===== src/hw/aar_pkg.sv =====
package aar_pkg;

    // ---------------------------------------------------------------
    // sizes
    // ---------------------------------------------------------------
    localparam int NUM_CLS = 16;
    localparam int ADDR_W = 8;
    localparam int DATA_W = 16;
    localparam int DLY_W = 12;
    localparam int CNT_W = 4;
    localparam int TICK_W = 25;
    localparam int DECAY_W = 10;

    // ---------------------------------------------------------------
    // timing
    // ---------------------------------------------------------------
    localparam int unsigned CLK_HZ = 20_000_000;
    localparam int unsigned SEC_TIME_S = 1;
    localparam int unsigned SEC_CYCLES = SEC_TIME_S * CLK_HZ;
    localparam int unsigned DECAY_TIME_S = 600;
    localparam int unsigned DECAY_TICKS = DECAY_TIME_S / SEC_TIME_S;

    // ---------------------------------------------------------------
    // alarm classes
    // ---------------------------------------------------------------
    localparam int CL_MOTOR_THERMAL = 0;
    localparam int CL_TEMP_SENSOR = 1;
    localparam int CL_THERMISTOR = 2;
    localparam int CL_STALLED_ROTOR = 3;
    localparam int CL_CURRENT_LIMIT = 4;
    localparam int CL_COMM_ERROR = 5;
    localparam int CL_LOAD_HIGH_ALARM = 6;
    localparam int CL_LOAD_HIGH_PREWARN = 7;
    localparam int CL_LOAD_LOW_PREWARN = 8;
    localparam int CL_LOAD_LOW_ALARM = 9;
    localparam int CL_EXT_ALARM1 = 10;
    localparam int CL_EXT_ALARM2 = 11;
    localparam int CL_OVERTEMP = 12;
    localparam int CL_START_LIMIT = 13;
    localparam int CL_PHASE_LOSS = 14;
    localparam int CL_VOLT_UNBAL = 15;

    // ---------------------------------------------------------------
    // register map (word offsets) and reset values
    // ---------------------------------------------------------------
    localparam logic [ADDR_W-1:0] OFS_DELAY_BASE = 8'h00;
    localparam logic [ADDR_W-1:0] OFS_ALLOWED = 8'h10;
    localparam logic [ADDR_W-1:0] OFS_ACTUAL = 8'h11;
    localparam logic [ADDR_W-1:0] OFS_IRQ_STATUS = 8'h12;
    localparam logic [ADDR_W-1:0] OFS_IRQ_MASK = 8'h13;
    localparam logic [ADDR_W-1:0] OFS_PENDING = 8'h14;
    localparam logic [DATA_W-1:0] DLY_MAX = 16'h0e10;
    localparam logic [DATA_W-1:0] ALLOW_MAX = 16'h000a;
    localparam logic [DLY_W-1:0] DLY_RST = 12'h000;
    localparam logic [CNT_W-1:0] ALLOW_RST = 4'h0;
    localparam int IRQ_RESTART = 0;
    localparam int IRQ_LIMIT = 1;

    typedef struct packed {
        logic [TICK_W-1:0] tick_cnt;
        logic tick;
        logic [NUM_CLS-1:0][DLY_W-1:0] dly;
        logic [NUM_CLS-1:0][DLY_W-1:0] cnt;
        logic [NUM_CLS-1:0] pend;
        logic [NUM_CLS-1:0] expd;
        logic [CNT_W-1:0] count;
        logic [CNT_W-1:0] allowed;
        logic [DECAY_W-1:0] decay_cnt;
        logic limit_hit;
        logic [NUM_CLS-1:0] clr;
        logic restart;
        logic [1:0] irq_st;
        logic [1:0] irq_mask;
        logic [1:0][2:0] ext_sync;
        logic [1:0] ext_lvl;
        logic [DATA_W-1:0] rdata;
    } aar_state_t;

endpackage : aar_pkg


===== src/hw/aar_timers.sv =====
`timescale 1ns/1ps

module aar_timers #(
    parameter int unsigned TICK_CYCLES = aar_pkg::SEC_CYCLES
) (
    input wire logic CLK_I,
    input wire logic SYS_RST_I,
    input wire logic [aar_pkg::ADDR_W-1:0] ADDR_I,
    input wire logic [aar_pkg::DATA_W-1:0] WDATA_I,
    input wire logic WR_I,
    input wire logic RD_I,
    output logic [aar_pkg::DATA_W-1:0] RDATA_O,
    input wire logic [aar_pkg::NUM_CLS-1:0] ALARM_TRIP_I,
    input wire logic THERM_PROT_EN_I,
    input wire logic THERM_COOLED_I,
    input wire logic SENSOR_BELOW_I,
    input wire logic THERMISTOR_OK_I,
    input wire logic COMM_OK_I,
    input wire logic [1:0] EXT_ALARM_I,
    input wire logic OVERTEMP_I,
    input wire logic START_WAIT_ZERO_I,
    input wire logic UNBAL_FAULT_I,
    input wire logic MAINS_PRESENT_I,
    input wire logic RAMP_ACTIVE_I,
    input wire logic NORMAL_RESET_I,
    output logic [aar_pkg::NUM_CLS-1:0] ALARM_CLEAR_O,
    output logic RESTART_O,
    output logic [aar_pkg::CNT_W-1:0] RETRY_COUNT_O,
    output logic LIMIT_HIT_O,
    output logic IRQ_O
);
    import aar_pkg::*;

    // ---------------------------------------------------------------
    // state
    // ---------------------------------------------------------------
    aar_state_t st_r;
    aar_state_t st_nxt;
    logic [NUM_CLS-1:0] start_ok;
    logic trip_any;
    logic [CNT_W-1:0] inc;
    logic armable;
    logic [TICK_W-1:0] tick_last;

    assign tick_last = TICK_W'(TICK_CYCLES - 1);
    assign trip_any = |ALARM_TRIP_I;
    assign inc = (st_r.count == 4'hf) ? st_r.count : st_r.count + 4'h1;
    assign armable = (st_r.allowed != 4'h0) && (inc <= st_r.allowed);

    // ---------------------------------------------------------------
    // per-class start conditions
    // ---------------------------------------------------------------
    // without thermal protection the model never blocks, so start at once
    assign start_ok[CL_MOTOR_THERMAL] = !THERM_PROT_EN_I || THERM_COOLED_I;
    assign start_ok[CL_TEMP_SENSOR] = SENSOR_BELOW_I;
    // the source folds the power board thermistor limit into this flag
    assign start_ok[CL_THERMISTOR] = THERMISTOR_OK_I;
    assign start_ok[CL_STALLED_ROTOR] = 1'b1;
    assign start_ok[CL_CURRENT_LIMIT] = 1'b1;
    assign start_ok[CL_COMM_ERROR] = COMM_OK_I;
    assign start_ok[CL_LOAD_HIGH_ALARM] = 1'b1;
    assign start_ok[CL_LOAD_HIGH_PREWARN] = 1'b1;
    assign start_ok[CL_LOAD_LOW_PREWARN] = 1'b1;
    assign start_ok[CL_LOAD_LOW_ALARM] = 1'b1;
    assign start_ok[CL_EXT_ALARM1] = !st_r.ext_lvl[0];
    assign start_ok[CL_EXT_ALARM2] = !st_r.ext_lvl[1];
    assign start_ok[CL_OVERTEMP] = !OVERTEMP_I;
    assign start_ok[CL_START_LIMIT] = START_WAIT_ZERO_I;
    assign start_ok[CL_PHASE_LOSS] = 1'b1;
    // with mains gone the fault cannot be seen, so do not wait on it
    assign start_ok[CL_VOLT_UNBAL] = !UNBAL_FAULT_I || !MAINS_PRESENT_I;

    // ---------------------------------------------------------------
    // next state
    // ---------------------------------------------------------------
    always_comb begin
        int sel;
        logic [DLY_W-1:0] cnt_inc;
        sel = 0;
        cnt_inc = '0;
        st_nxt = st_r;
        st_nxt.tick = 1'b0;
        st_nxt.clr = '0;
        st_nxt.restart = 1'b0;
        st_nxt.rdata = '0;

        if (st_r.tick_cnt == tick_last) begin
            st_nxt.tick_cnt = '0;
            st_nxt.tick = 1'b1;
        end else begin
            st_nxt.tick_cnt = st_r.tick_cnt + 25'h0000001;
        end

        // pin synchronisers: first stage only feeds the second
        for (int k = 0; k < 2; k++) begin
            st_nxt.ext_sync[k] = {st_r.ext_sync[k][1:0], EXT_ALARM_I[k]};
            if (st_r.ext_sync[k][1] == st_r.ext_sync[k][2]) begin
                st_nxt.ext_lvl[k] = st_r.ext_sync[k][2];
            end
        end

        // register writes
        if (WR_I) begin
            if (ADDR_I[7:4] == OFS_DELAY_BASE[7:4]) begin
                // out-of-range delays are dropped so a class never runs wild
                if (WDATA_I <= DLY_MAX) begin
                    st_nxt.dly[ADDR_I[3:0]] = WDATA_I[DLY_W-1:0];
                end
            end else if (ADDR_I == OFS_ALLOWED) begin
                if (WDATA_I <= ALLOW_MAX) begin
                    st_nxt.allowed = WDATA_I[CNT_W-1:0];
                end
            end else if (ADDR_I == OFS_IRQ_STATUS) begin
                st_nxt.irq_st = st_r.irq_st & ~WDATA_I[1:0];
            end else if (ADDR_I == OFS_IRQ_MASK) begin
                st_nxt.irq_mask = WDATA_I[1:0];
            end
        end

        // register reads, data valid in the next cycle only
        if (RD_I) begin
            if (ADDR_I[7:4] == OFS_DELAY_BASE[7:4]) begin
                st_nxt.rdata = {4'h0, st_r.dly[ADDR_I[3:0]]};
            end else if (ADDR_I == OFS_ALLOWED) begin
                st_nxt.rdata = {12'h000, st_r.allowed};
            end else if (ADDR_I == OFS_ACTUAL) begin
                st_nxt.rdata = {12'h000, st_r.count};
            end else if (ADDR_I == OFS_IRQ_STATUS) begin
                st_nxt.rdata = {14'h0000, st_r.irq_st};
            end else if (ADDR_I == OFS_IRQ_MASK) begin
                st_nxt.rdata = {14'h0000, st_r.irq_mask};
            end else if (ADDR_I == OFS_PENDING) begin
                st_nxt.rdata = st_r.pend;
            end
        end

        // delay counters, held at zero until the class may start
        for (int i = 0; i < NUM_CLS; i++) begin
            cnt_inc = st_r.cnt[i] + 12'h001;
            if (st_r.pend[i] && !st_r.expd[i]) begin
                if (!start_ok[i]) begin
                    st_nxt.cnt[i] = '0;
                end else if (st_r.tick) begin
                    st_nxt.cnt[i] = cnt_inc;
                    if (cnt_inc >= st_r.dly[i]) begin
                        st_nxt.expd[i] = 1'b1;
                    end
                end
            end
        end

        // fire the lowest expired class once the ramp is over
        for (int i = NUM_CLS - 1; i >= 0; i--) begin
            if (st_r.expd[i]) begin
                sel = i;
            end
        end
        if ((|st_r.expd) && !RAMP_ACTIVE_I) begin
            st_nxt.clr[sel] = 1'b1;
            st_nxt.restart = 1'b1;
            st_nxt.pend[sel] = 1'b0;
            st_nxt.expd[sel] = 1'b0;
            st_nxt.irq_st[IRQ_RESTART] = 1'b1;
        end

        // a new trip re-arms its class from zero if its delay is nonzero and the retry limit allows it
        for (int i = 0; i < NUM_CLS; i++) begin
            if (ALARM_TRIP_I[i] && armable && (st_r.dly[i] != DLY_RST)) begin
                st_nxt.pend[i] = 1'b1;
                st_nxt.expd[i] = 1'b0;
                st_nxt.cnt[i] = '0;
            end
        end

        // retry count and its decay
        if (trip_any) begin
            st_nxt.count = inc;
            st_nxt.decay_cnt = '0;
            st_nxt.limit_hit = 1'b0;
            if ((st_r.allowed != 4'h0) && (inc > st_r.allowed)) begin
                st_nxt.limit_hit = 1'b1;
                st_nxt.irq_st[IRQ_LIMIT] = 1'b1;
            end
        end else if (st_r.tick) begin
            if (st_r.decay_cnt == DECAY_W'(DECAY_TICKS - 1)) begin
                st_nxt.decay_cnt = '0;
                if (st_r.count != 4'h0) begin
                    st_nxt.count = st_r.count - 4'h1;
                end
            end else begin
                st_nxt.decay_cnt = st_r.decay_cnt + 10'h001;
            end
        end

        // a normal reset outranks a trip in the same cycle
        if (NORMAL_RESET_I) begin
            st_nxt.count = '0;
            st_nxt.decay_cnt = '0;
            st_nxt.limit_hit = 1'b0;
        end
    end

    // ---------------------------------------------------------------
    // registers
    // ---------------------------------------------------------------
    always_ff @(posedge CLK_I) begin
        if (SYS_RST_I) begin
            st_r <= '0;
            for (int i = 0; i < NUM_CLS; i++) begin
                st_r.dly[i] <= DLY_RST;
            end
            st_r.allowed <= ALLOW_RST;
        end else begin
            st_r <= st_nxt;
        end
    end

    assign RDATA_O = st_r.rdata;
    assign ALARM_CLEAR_O = st_r.clr;
    assign RESTART_O = st_r.restart;
    assign RETRY_COUNT_O = st_r.count;
    assign LIMIT_HIT_O = st_r.limit_hit;
    assign IRQ_O = |(st_r.irq_st & st_r.irq_mask);

    // ---------------------------------------------------------------
    // checks
    // ---------------------------------------------------------------
    count_zero_a: assert property (
        @(posedge CLK_I) disable iff (SYS_RST_I)
        NORMAL_RESET_I |=> (RETRY_COUNT_O == 4'h0) && !LIMIT_HIT_O)
        else $error("normal reset did not zero retry count");

    ramp_hold_a: assert property (
        @(posedge CLK_I) disable iff (SYS_RST_I)
        $rose(RESTART_O) |-> !$past(RAMP_ACTIVE_I))
        else $error("restart issued during ramp");

    restart_clear_a: assert property (
        @(posedge CLK_I) disable iff (SYS_RST_I)
        RESTART_O |-> $onehot(ALARM_CLEAR_O) ##1 !RESTART_O)
        else $error("restart without single alarm clear");

    off_class_a: assert property (
        @(posedge CLK_I) disable iff (SYS_RST_I)
        (st_r.dly[CL_STALLED_ROTOR] == DLY_RST) && !st_r.pend[CL_STALLED_ROTOR]
        |=> !st_r.pend[CL_STALLED_ROTOR])
        else $error("disabled class was armed");

    tick_period_a: assert property (
        @(posedge CLK_I) disable iff (SYS_RST_I)
        st_r.tick |-> $past(st_r.tick_cnt) == tick_last)
        else $error("tick not at end of second");

    decay_step_a: assert property (
        @(posedge CLK_I) disable iff (SYS_RST_I)
        (RETRY_COUNT_O < $past(RETRY_COUNT_O)) && !$past(NORMAL_RESET_I)
        |-> $past(st_r.decay_cnt) == DECAY_W'(DECAY_TICKS - 1))
        else $error("retry count decayed early");

    limit_mark_a: assert property (
        @(posedge CLK_I) disable iff (SYS_RST_I)
        $rose(LIMIT_HIT_O) |-> (RETRY_COUNT_O > st_r.allowed) && (st_r.allowed != 4'h0))
        else $error("limit marked below allowed count");

    stall_count_a: assert property (
        @(posedge CLK_I) disable iff (SYS_RST_I)
        st_r.pend[CL_STALLED_ROTOR] && !st_r.expd[CL_STALLED_ROTOR] && st_r.tick
        && !ALARM_TRIP_I[CL_STALLED_ROTOR]
        |=> st_r.cnt[CL_STALLED_ROTOR] == $past(st_r.cnt[CL_STALLED_ROTOR]) + 12'h001)
        else $error("stalled rotor delay not counting");

    ext_wait_a: assert property (
        @(posedge CLK_I) disable iff (SYS_RST_I)
        st_r.pend[CL_EXT_ALARM1] && st_r.ext_lvl[0] |=> st_r.cnt[CL_EXT_ALARM1] == '0)
        else $error("external delay ran while input active");

    comm_wait_a: assert property (
        @(posedge CLK_I) disable iff (SYS_RST_I)
        st_r.pend[CL_COMM_ERROR] && !COMM_OK_I |=> st_r.cnt[CL_COMM_ERROR] == '0)
        else $error("comm delay ran without link");

    clear_with_restart_a: assert property (
        @(posedge CLK_I) disable iff (SYS_RST_I)
        (ALARM_CLEAR_O != '0) |-> RESTART_O)
        else $error("alarm cleared without restart");

    allowed_range_a: assert property (
        @(posedge CLK_I) disable iff (SYS_RST_I)
        st_r.allowed <= ALLOW_MAX[CNT_W-1:0])
        else $error("allowed retry limit out of range");

    delay_range_a: assert property (
        @(posedge CLK_I) disable iff (SYS_RST_I)
        st_r.dly[CL_OVERTEMP] <= DLY_MAX[DLY_W-1:0])
        else $error("delay setting out of range");

    trip_counts_a: assert property (
        @(posedge CLK_I) disable iff (SYS_RST_I)
        trip_any && !NORMAL_RESET_I |=> RETRY_COUNT_O != 4'h0)
        else $error("trip not counted");

    tick_single_a: assert property (
        @(posedge CLK_I) disable iff (SYS_RST_I)
        st_r.tick |=> !st_r.tick)
        else $error("tick longer than one cycle");

    therm_wait_a: assert property (
        @(posedge CLK_I) disable iff (SYS_RST_I)
        st_r.pend[CL_MOTOR_THERMAL] && THERM_PROT_EN_I && !THERM_COOLED_I
        |=> st_r.cnt[CL_MOTOR_THERMAL] == '0)
        else $error("thermal delay ran before model cooled");

    sensor_wait_a: assert property (
        @(posedge CLK_I) disable iff (SYS_RST_I)
        st_r.pend[CL_TEMP_SENSOR] && !SENSOR_BELOW_I |=> st_r.cnt[CL_TEMP_SENSOR] == '0)
        else $error("sensor delay ran while hot");

    thermistor_wait_a: assert property (
        @(posedge CLK_I) disable iff (SYS_RST_I)
        st_r.pend[CL_THERMISTOR] && !THERMISTOR_OK_I |=> st_r.cnt[CL_THERMISTOR] == '0)
        else $error("thermistor delay ran above limit");

    overtemp_wait_a: assert property (
        @(posedge CLK_I) disable iff (SYS_RST_I)
        st_r.pend[CL_OVERTEMP] && OVERTEMP_I |=> st_r.cnt[CL_OVERTEMP] == '0)
        else $error("overtemperature delay ran while hot");

    unbal_wait_a: assert property (
        @(posedge CLK_I) disable iff (SYS_RST_I)
        st_r.pend[CL_VOLT_UNBAL] && UNBAL_FAULT_I && MAINS_PRESENT_I
        |=> st_r.cnt[CL_VOLT_UNBAL] == '0)
        else $error("unbalance delay ran with fault seen");

endmodule : aar_timers


===== config.mk =====
export PLATFORM = sky130hd
export DESIGN_NAME = aar_timers
export DESIGN_NICKNAME = d
export VERILOG_FILES = /design/src/hw/aar_pkg.sv /design/src/hw/aar_timers.sv
export SDC_FILE = /design/constraint.sdc
export NUM_CORES = 1
export LEC_CHECK = 0
export ABC_CLOCK_PERIOD_IN_PS = 5700
export BUFFER_PORTS_ARGS = -buffer_cell sky130_fd_sc_hd__buf_2
export CORE_AREA = 2 2 269 271
export CTS_CLUSTER_DIAMETER = 30
export DETAILED_ROUTE_END_ITERATION = 6
export DIE_AREA = 0 0 271 273
export GPL_TIMING_DRIVEN = 0
export PLACE_DENSITY = 0.6
export SLEW_MARGIN = 5
export SYNTH_ARGS = -nofsm -noshare
export SYNTH_HDL_FRONTEND = slang
export SYNTH_SLANG_ARGS = --single-unit

===== constraint.sdc =====
create_clock -name CLK_I -period 5.7 [get_ports CLK_I]
set_input_delay 0 -clock CLK_I [delete_from_list [all_inputs] [get_ports CLK_I]]
set_output_delay 0 -clock CLK_I [all_outputs]
set_load 0.02 [all_outputs]

* Word level (Yosys, flattened, before mapping)
Index checks and enable logic that the tools add are counted. W data, S select, Z words.
Word-level totals: bits in registers 506, input bits 57, output and inout bits 39, logic and storage cells 458
Operators by class: add/subtract/negate cells 20, order comparisons 24, equality and inequality tests 18, muxes and demuxes 139, bitwise logic cells 12, reduce and logical (&&, ||, !) cells 164
Operators with widths (count):
- $mux W32 | 16
- $mux W12 | 26
- $add A12 B1 Y12 const B | 16
- $bwmux W192 | 1
- $ge A12 B12 Y1 | 16
- $reduce_bool A12 Y1 | 16
- $mux W1 | 80
- $logic_and A1 B1 Y1 | 53
- $bmux W12 S4 | 1
- $demux W12 S4 | 1
- $reduce_bool A2 Y1 | 24
- $reduce_or A2 Y1 | 21
- $eq A8 B5 Y1 const B | 5
- $mux W4 | 9
- $and A16 B16 Y16 | 2
- $ge A32 B1 Y1 const B | 1
- $lt A32 B6 Y1 const B | 1
- $reduce_and A2 Y1 | 16
- $reduce_or A16 Y1 | 2
- $add A25 B1 Y25 const B | 1
- $eq A25 B25 Y1 const B | 1
- $logic_not A1 Y1 | 20
- $reduce_or A18 Y1 | 1
- $le A16 B12 Y1 const B | 1
- 27 further kinds | 46

* Depth between registers and ports, before layout
Gate-level depths: netlist of the first run.
word-level depth 24, depth in mapped cells 12, depth with buffers taken out 11

* Least setup slack after synthesis of the first run
No wires, ideal clock.
kind reg2reg, start register st_r (netlist bit RETRY_COUNT_O[1]), end register st_r[84] (netlist bit), library setup time 0.086 ns, arrival time 2.579 ns, required time 5.614 ns, slack 3.036 ns, cell stages (with the launch flop) 11, path buffers 2, clock period less this slack 2.664 ns, cells stage by stage dfxtp_1 > ha_1 > and3_1 > mux2_2 > ha_1 > nand4_1 > o22ai_2 > buf_2 > buf_2 > a21oi_1 > a211oi_1
Between the ends: word-level cells in the longest chain between the ends 7, elaborated cells on any way between the ends 9, classes of those cells add/sub (1); order compare (1); eq/ne (1); mux (2); reduce/logical (4)
Ends and longest elaborated chain:
- start, declared | line aar_timers.sv:37 | aar_state_t st_r;
- start signal, assigned | line aar_timers.sv:214 | st_r <= st_nxt;
- $add A4 B1 Y4 or $eq A4 B4 Y1 (tied branches) | line aar_timers.sv:47 | assign inc = (st_r.count == 4'hf) ? st_r.count : st_r.count + 4'h1;
- $mux W4 (*) | line aar_timers.sv:47
- $le A4 B4 Y1 (*) | line aar_timers.sv:48 | assign armable = (st_r.allowed != 4'h0) && (inc <= st_r.allowed);
- $logic_and A1 B1 Y1 (*) | line aar_timers.sv:48
- $logic_and A1 B1 Y1 (*) (2 in series) | line aar_timers.sv:168 | if (ALARM_TRIP_I[i] && armable && (st_r.dly[i] != DLY_RST)) begin
- $mux W1 or $reduce_bool A2 Y1 (tied branches)
Every way passes the cells marked *; elsewhere a longest branch is shown, timed or not. A chain may end at the register's enable or synchronous reset.

* Worst setup path in the final report of the first run
start register st_r (netlist bit RETRY_COUNT_O[1]), end register st_r[80] (netlist bit)
Same word-level chain as after synthesis.

==> impl_metrics.ini, run 1 <==
[run_status]
status = finished, final reports clean

[timing]
rsz0062_at_grt = false
fin_crit_ns = 4.78
setup_viol = 0
finalCritPeriodShare_pct = 83.9
relSlewSlack_pct = 13.1
fmax_ghz = 0.209
tightest_slew_ns = 1.30
skew_ns = 0.0229
final_hold_viol_count = 0
maxSlewViolCount = 0
fin_tns_setup_ns = 0
whs_ns = 0.0463

[grt]
grt_pass1_wl_um = 153000
grt_pass1_vias = 25700
grt_max_degree = 17
antenna_found_initial = 8
grtUsageTotal_pct = 26.7
gr-total-overflow = 0

[clocking]
cts_root_buffer = clkbuf_16
cts_setup_buffers = 0
clock_path_buffers = 3
cts_tree = done
htree_levels = 4
numCtsBuffers = 134
clock_sinks = 506
clk_latency_ns = 0.71
path_clk_slew_ns = 0.05

[synthesis]
synthesis.area_um2 = 29500
yosys.area.top_type = dfxtp_1
ys.flop_type = dfxtp_1
ys_async_sr_fraction_pct = 0
ys_warn_count = 0
seq_area_frac_synth_pct = 34.3
synth_cell_types = 78
ys_ff_latch = 506
synth_cells = 3556
synth-edff-count = 0
synth_area_leaders = dfxtp_1 (34%), ha_1 (9.2%), nand2_1 (6.9%)
synth.net_count = 3830
synth_area_per_cell_um2 = 8.30
synth_top_cell_area_share_pct = 34.3

[route]
vias_per_cell = 5.59
wl_per_cell_um = 20.6
wl_um = 100000
drt_iter0_markers = 3046
firstDrtPassIters = 6
drtAntennaViolNets = 0
via_count = 27311
remaining_drc_errors = 0

[setup_path]
critical_path.startpoint_type = flip-flop
crit_fanout = 10
worst_r2r_path_depth = 11
cp-end-kind = flip-flop
required_ns = 6.33
worst-endpoint-arrival_ns = 5.41
criticalPathCategory = flip-flop to flip-flop

[placement]
port_buffers = 83
gp_congestion = 1.03
dp.cells = 4589
dp_hpwl_um = 73500

[power_and_ir_drop]
leakage_uw = 0.0141
ir_drop_uv = 305
powerDensity_nw_per_um2 = 319

[hold_path]
min_path_type = input pin to flip-flop
hold_path_depth = 3

[layout]
layout_commonest_cell = nand2_1
nNetsFinal = 4095
area_growth_pct = 22.8
stdcell_count = 4885
layout-drive-gt1-share_pct = 14.2
fin_util_pct = 51.1
final_cell_mix = nand2_1 (544), dfxtp_1 (506), nor2_1 (342)

[job]
cap_violations = 0

[floorplan]
die_x_um = 271
dieArea_um2 = 74000
io_pins = 96
start_util_pct = 41.6
die_h_um = 273
num_rows = 98
core_um2 = 71000
worst max-delay path, cell delays in order, from the launching register on:
cell	delay [ns]
dfxtp_1	0.58
ha_1	0.29
and3_1	0.26
mux2_2	0.36
ha_1	0.30
nand4_1	0.12
o22ai_2	0.92
buf_2	0.53
buf_2	0.50
nand3_1	0.13
a21oi_1	0.14
dlygate4sd3_1	0.57
state kept, by name, summed over array words and instances (netlist names):
register and flops:
RDATA_O 16, RESTART_O 1, RETRY_COUNT_O 4, st_r 464, ALARM_CLEAR_O 16, LIMIT_HIT_O 1
st_nxt 4
kinds of logic after synthesis:
group                    share of synthesized area (%)
AO/OA/AOI/OAI                                     13.1
multiplexers                                      5.31
XOR/XNOR                                          8.04
flip-flops                                        34.3
buffers and inverters                             6.86
AND/OR/NAND/NOR                                   23.2
adder cells (fa/ha/maj)                           9.19
synth_stat cells, types with 14 or more instances:
cell type	instances
nand2_1	544
dfxtp_1	506
nor2_1	342
a21oi_1	280
inv_1	222
ha_1	217
xor2_1	154
xnor2_1	117
nand3_1	109
nor4_1	97
clkbuf_1	85
a22oi_1	80
o21ai_0	61
nand4_1	60
nor3_1	56
buf_4	52
buf_2	50
mux4_2	50
mux2i_1	42
a21o_1	40
and3_1	35
nand2b_1	28
a211oi_1	23
or2_2	21
a31oi_1	20
and2_1	18
nor2b_1	18
buf_6	16
nor4_4	15
o211ai_1	15
a2111oi_0	14
per-stage QoR:
stage	total power (uW)	cell area, um^2	worst slack, ns
final	11600	36300	0.919
after global routing	11900	36200	0.812
after CTS	11600	36200	1.19
after detailed placement	3920	31100	1.72
after global placement	3910	31100	1.76
after floorplan	3780	29500	3.04
where the power goes:
part	total, uW	switching [uW]	internal, uW
sequential	3560	5.06	3560
clock	7680	2360	5320
combinational	325	235	90.4
total	11600	2600	8960
final timing paths:
check,slack [ns],end,from
setup / recovery,0.92,st_r[80],RETRY_COUNT_O[1]
hold / removal,0.05,st_nxt[22],EXT_ALARM_I[1]
setup reg to reg,0.92,st_r[80],RETRY_COUNT_O[1]
hold reg to reg,0.43,st_nxt[23],st_nxt[22]
final cells by class:
type                            instances  area (um^2)
Multi-Input combinational cell       2611        17400
Antenna cell                            5         12.5
Tap cell                              950         1190
Timing Repair Buffer                  129          876
Sequential cell                       506        10100
Clock inverter                         57          731
Buffer                                215         1190
Fill cell                            6627        34700
Clock buffer                          188         3910
Inverter                              224          841
metal layers:
layer / wire, um / up-vias / part of all wire, % / global-route usage (%)
li1: - / 12984 / - / -
met1: 43400 / 12792 / 43 / 36.0
met2: 41900 / 1221 / 42 / 39.1
met3: 10300 / 308 / 10 / 7.51
met4: 4800 / 6 / 4.8 / 13.2
met5: 35 / - / 0.035 / 0
repair_timing:
action / CTS / global route
setup endpoints to repair: 0 / 0
hold buffers: 46 / 0
resized for setup: 0 / 0
hold endpoints to repair: 185 / 0
(Power assumes the default switching activity.)
==> run 2, diff against run 1 <==
--- a/config.mk
+++ b/config.mk
@@ -5,7 +5,7 @@
 export SDC_FILE = /design/constraint.sdc
 export NUM_CORES = 1
 export LEC_CHECK = 0
-export ABC_CLOCK_PERIOD_IN_PS = 5700
+export ABC_CLOCK_PERIOD_IN_PS = 4670
 export BUFFER_PORTS_ARGS = -buffer_cell sky130_fd_sc_hd__buf_2
 export CORE_AREA = 2 2 269 271
 export CTS_CLUSTER_DIAMETER = 30
==> constraint.sdc (replaced) <==
create_clock -name CLK_I -period 4.67 [get_ports CLK_I]
set_input_delay 0 -clock CLK_I [delete_from_list [all_inputs] [get_ports CLK_I]]
set_output_delay 0 -clock CLK_I [all_outputs]
set_load 0.02 [all_outputs]
==> run 2 against run 1 <==
Effect of this change: power rose by 22%; via count rose by 0.10%; cell count barely moved; worst hold slack barely moved; critical endpoint unchanged.
==> impl_metrics.ini, run 2 (synthesis results as in run 1) <==
[setup_path]
worst-endpoint-arrival_ns = 5.11
critical_path.startpoint_type = flip-flop
criticalPathCategory = flip-flop to flip-flop
critPathBufInv = 3
crit_fanout = 10
cp_slowest_cell = o22ai_4
cp-end-kind = flip-flop
cp_top_family = buffers and inverters
rrSetupSlack_ns = 0.19
max_stage_delay_ns = 0.63
required_ns = 5.30
path_cells = ha_1 > and3_1 > mux2_2 > ha_1 > nand4_1 > o22ai_4 > buf_2 > buf_2 > nand3_1 > a21oi_1 > dlygate4sd3_1

[timing]
setup_viol = 0
fin_crit_ns = 4.48
final_hold_viol_count = 0
relSlewSlack_pct = 13.6
finalCritPeriodShare_pct = 96.0
whs_ns = 0.0467
fin_tns_setup_ns = 0
skew_ns = 0.0240
fmax_ghz = 0.223
maxSlewViolCount = 0
tightest_slew_ns = 1.30
rsz0062_at_grt = false

[placement]
dp_hpwl_um = 73500
gp_congestion = 1.03
placed_area_um2 = 31100
port_buffers = 83

[power_and_ir_drop]
ir_drop_uv = 371
switching_power_uw = 3180
power_uw = 14100
p_sw_share_pct = 22.5
seqPwrFrac_pct = 30.8
p_clk_share_pct = 66.4
powerDensity_nw_per_um2 = 389
intPower_uw = 10900
comb_power_share_pct = 2.8
leakage_uw = 0.0141

[clocking]
htree_levels = 4
path_clk_slew_ns = 0.05
clock_sinks = 506
cts_tree = done
clock_path_buffers = 3
numCtsBuffers = 134
cts_root_buffer = clkbuf_16
cts_setup_buffers = 0
clk_latency_ns = 0.71

[floorplan]
dieArea_um2 = 74000
die_x_um = 271
io_pins = 96
num_rows = 98
die_h_um = 273
core_um2 = 71000
start_util_pct = 41.6

[layout]
layout_commonest_cell = nand2_1
regMostFlops = st_r
largest_register_ff_count = 464
area_growth_pct = 22.8
multiInputGateArea_um2 = 17400
final_cell_mix = nand2_1 (544), dfxtp_1 (506), nor2_1 (342)
layout-drive-gt1-share_pct = 14.2
seq_area_um2 = 10100
stdcell_area_um2 = 36300
nNetsFinal = 4095
fillers = 6625

[route]
drt_iter0_markers = 3024
drtAntennaViolNets = 0
remaining_drc_errors = 0
vias_per_cell = 5.60
via_count = 27339
firstDrtPassIters = 6
wl_um = 100000
wl_per_cell_um = 20.5

[grt]
antenna_found_initial = 8
gr-total-overflow = 0
grt_max_degree = 17
grt_pass1_vias = 25700
grt_pass1_wl_um = 153000
grtUsageTotal_pct = 26.7

[hold_path]
min_path_type = input pin to flip-flop

[run_status]
status = finished, final reports clean

[job]
cap_violations = 0
run 2: cell types whose count changed in the layout (fill, tap and decap cells not counted):
cell	change
diode_2	+1
o22ai_2	-1
o22ai_4	+1
run 2: final timing paths:
check                   start         end  cells after the start
min reg2reg        st_nxt[22]  st_nxt[23]                      1
min            EXT_ALARM_I[1]  st_nxt[22]                      3
max          RETRY_COUNT_O[1]    st_r[80]                     11
max reg2reg  RETRY_COUNT_O[1]    st_r[80]                     11
run 2: stage by stage:
| step | util (%) | setup WS, ns | instances |
|---|---|---|---|
| after CTS | 51.0 | 0.162 | 4880 |
| after floorplan | - | 2.01 | 3556 |
| final | 51.1 | 0.188 | 4886 |
| after global routing | 51.1 | 0.0430 | 4880 |
| after global placement | 43.9 | 0.735 | 4589 |
| after detailed placement | 43.9 | 0.689 | 4589 |
run 2: tightest hold or removal path, cell delays in order:
cell and delay (ns):
dlygate4sd3_1 0.51, buf_2 0.09, nor2b_1 0.10
run 2: area by class of cell:
| class | instances | share of cell area, % |
|---|---|---|
| Antenna cell | 6 | 0.0414 |
| Multi-Input combinational cell | 2611 | 47.9 |
| Timing Repair Buffer | 129 | 2.41 |
| Sequential cell | 506 | 27.9 |
| Inverter | 224 | 2.32 |
| Clock buffer | 188 | 10.8 |
| Tap cell | 950 | 3.28 |
| Clock inverter | 57 | 2.01 |
| Buffer | 215 | 3.27 |
run 2: metal layers:
metal | vias to the layer above | track usage, % | routed length [um]
met3 | 301 | 7.51 | 9870
met2 | 1252 | 39.1 | 42000
met4 | 6 | 13.2 | 4870
met1 | 12796 | 36.0 | 43700
met5 | - | 0 | 35
li1 | 12984 | - | -
run 2: power by group through the flow:
stage	Clock [uW]	Sequential, uW	Combinational (uW)
finish	9370	4350	398
CTS	9440	4350	386
global placement	0	4420	355
floorplan	0	4420	192
detailed placement	0	4420	356
global route	9720	4340	408
run 2: repair_timing:
item / CTS / global route
hold buffers: 46 / 0
endpoints found under the hold margin: 185 / 0
endpoints found under the setup margin: 0 / 2
gates resized for setup: 0 / 1
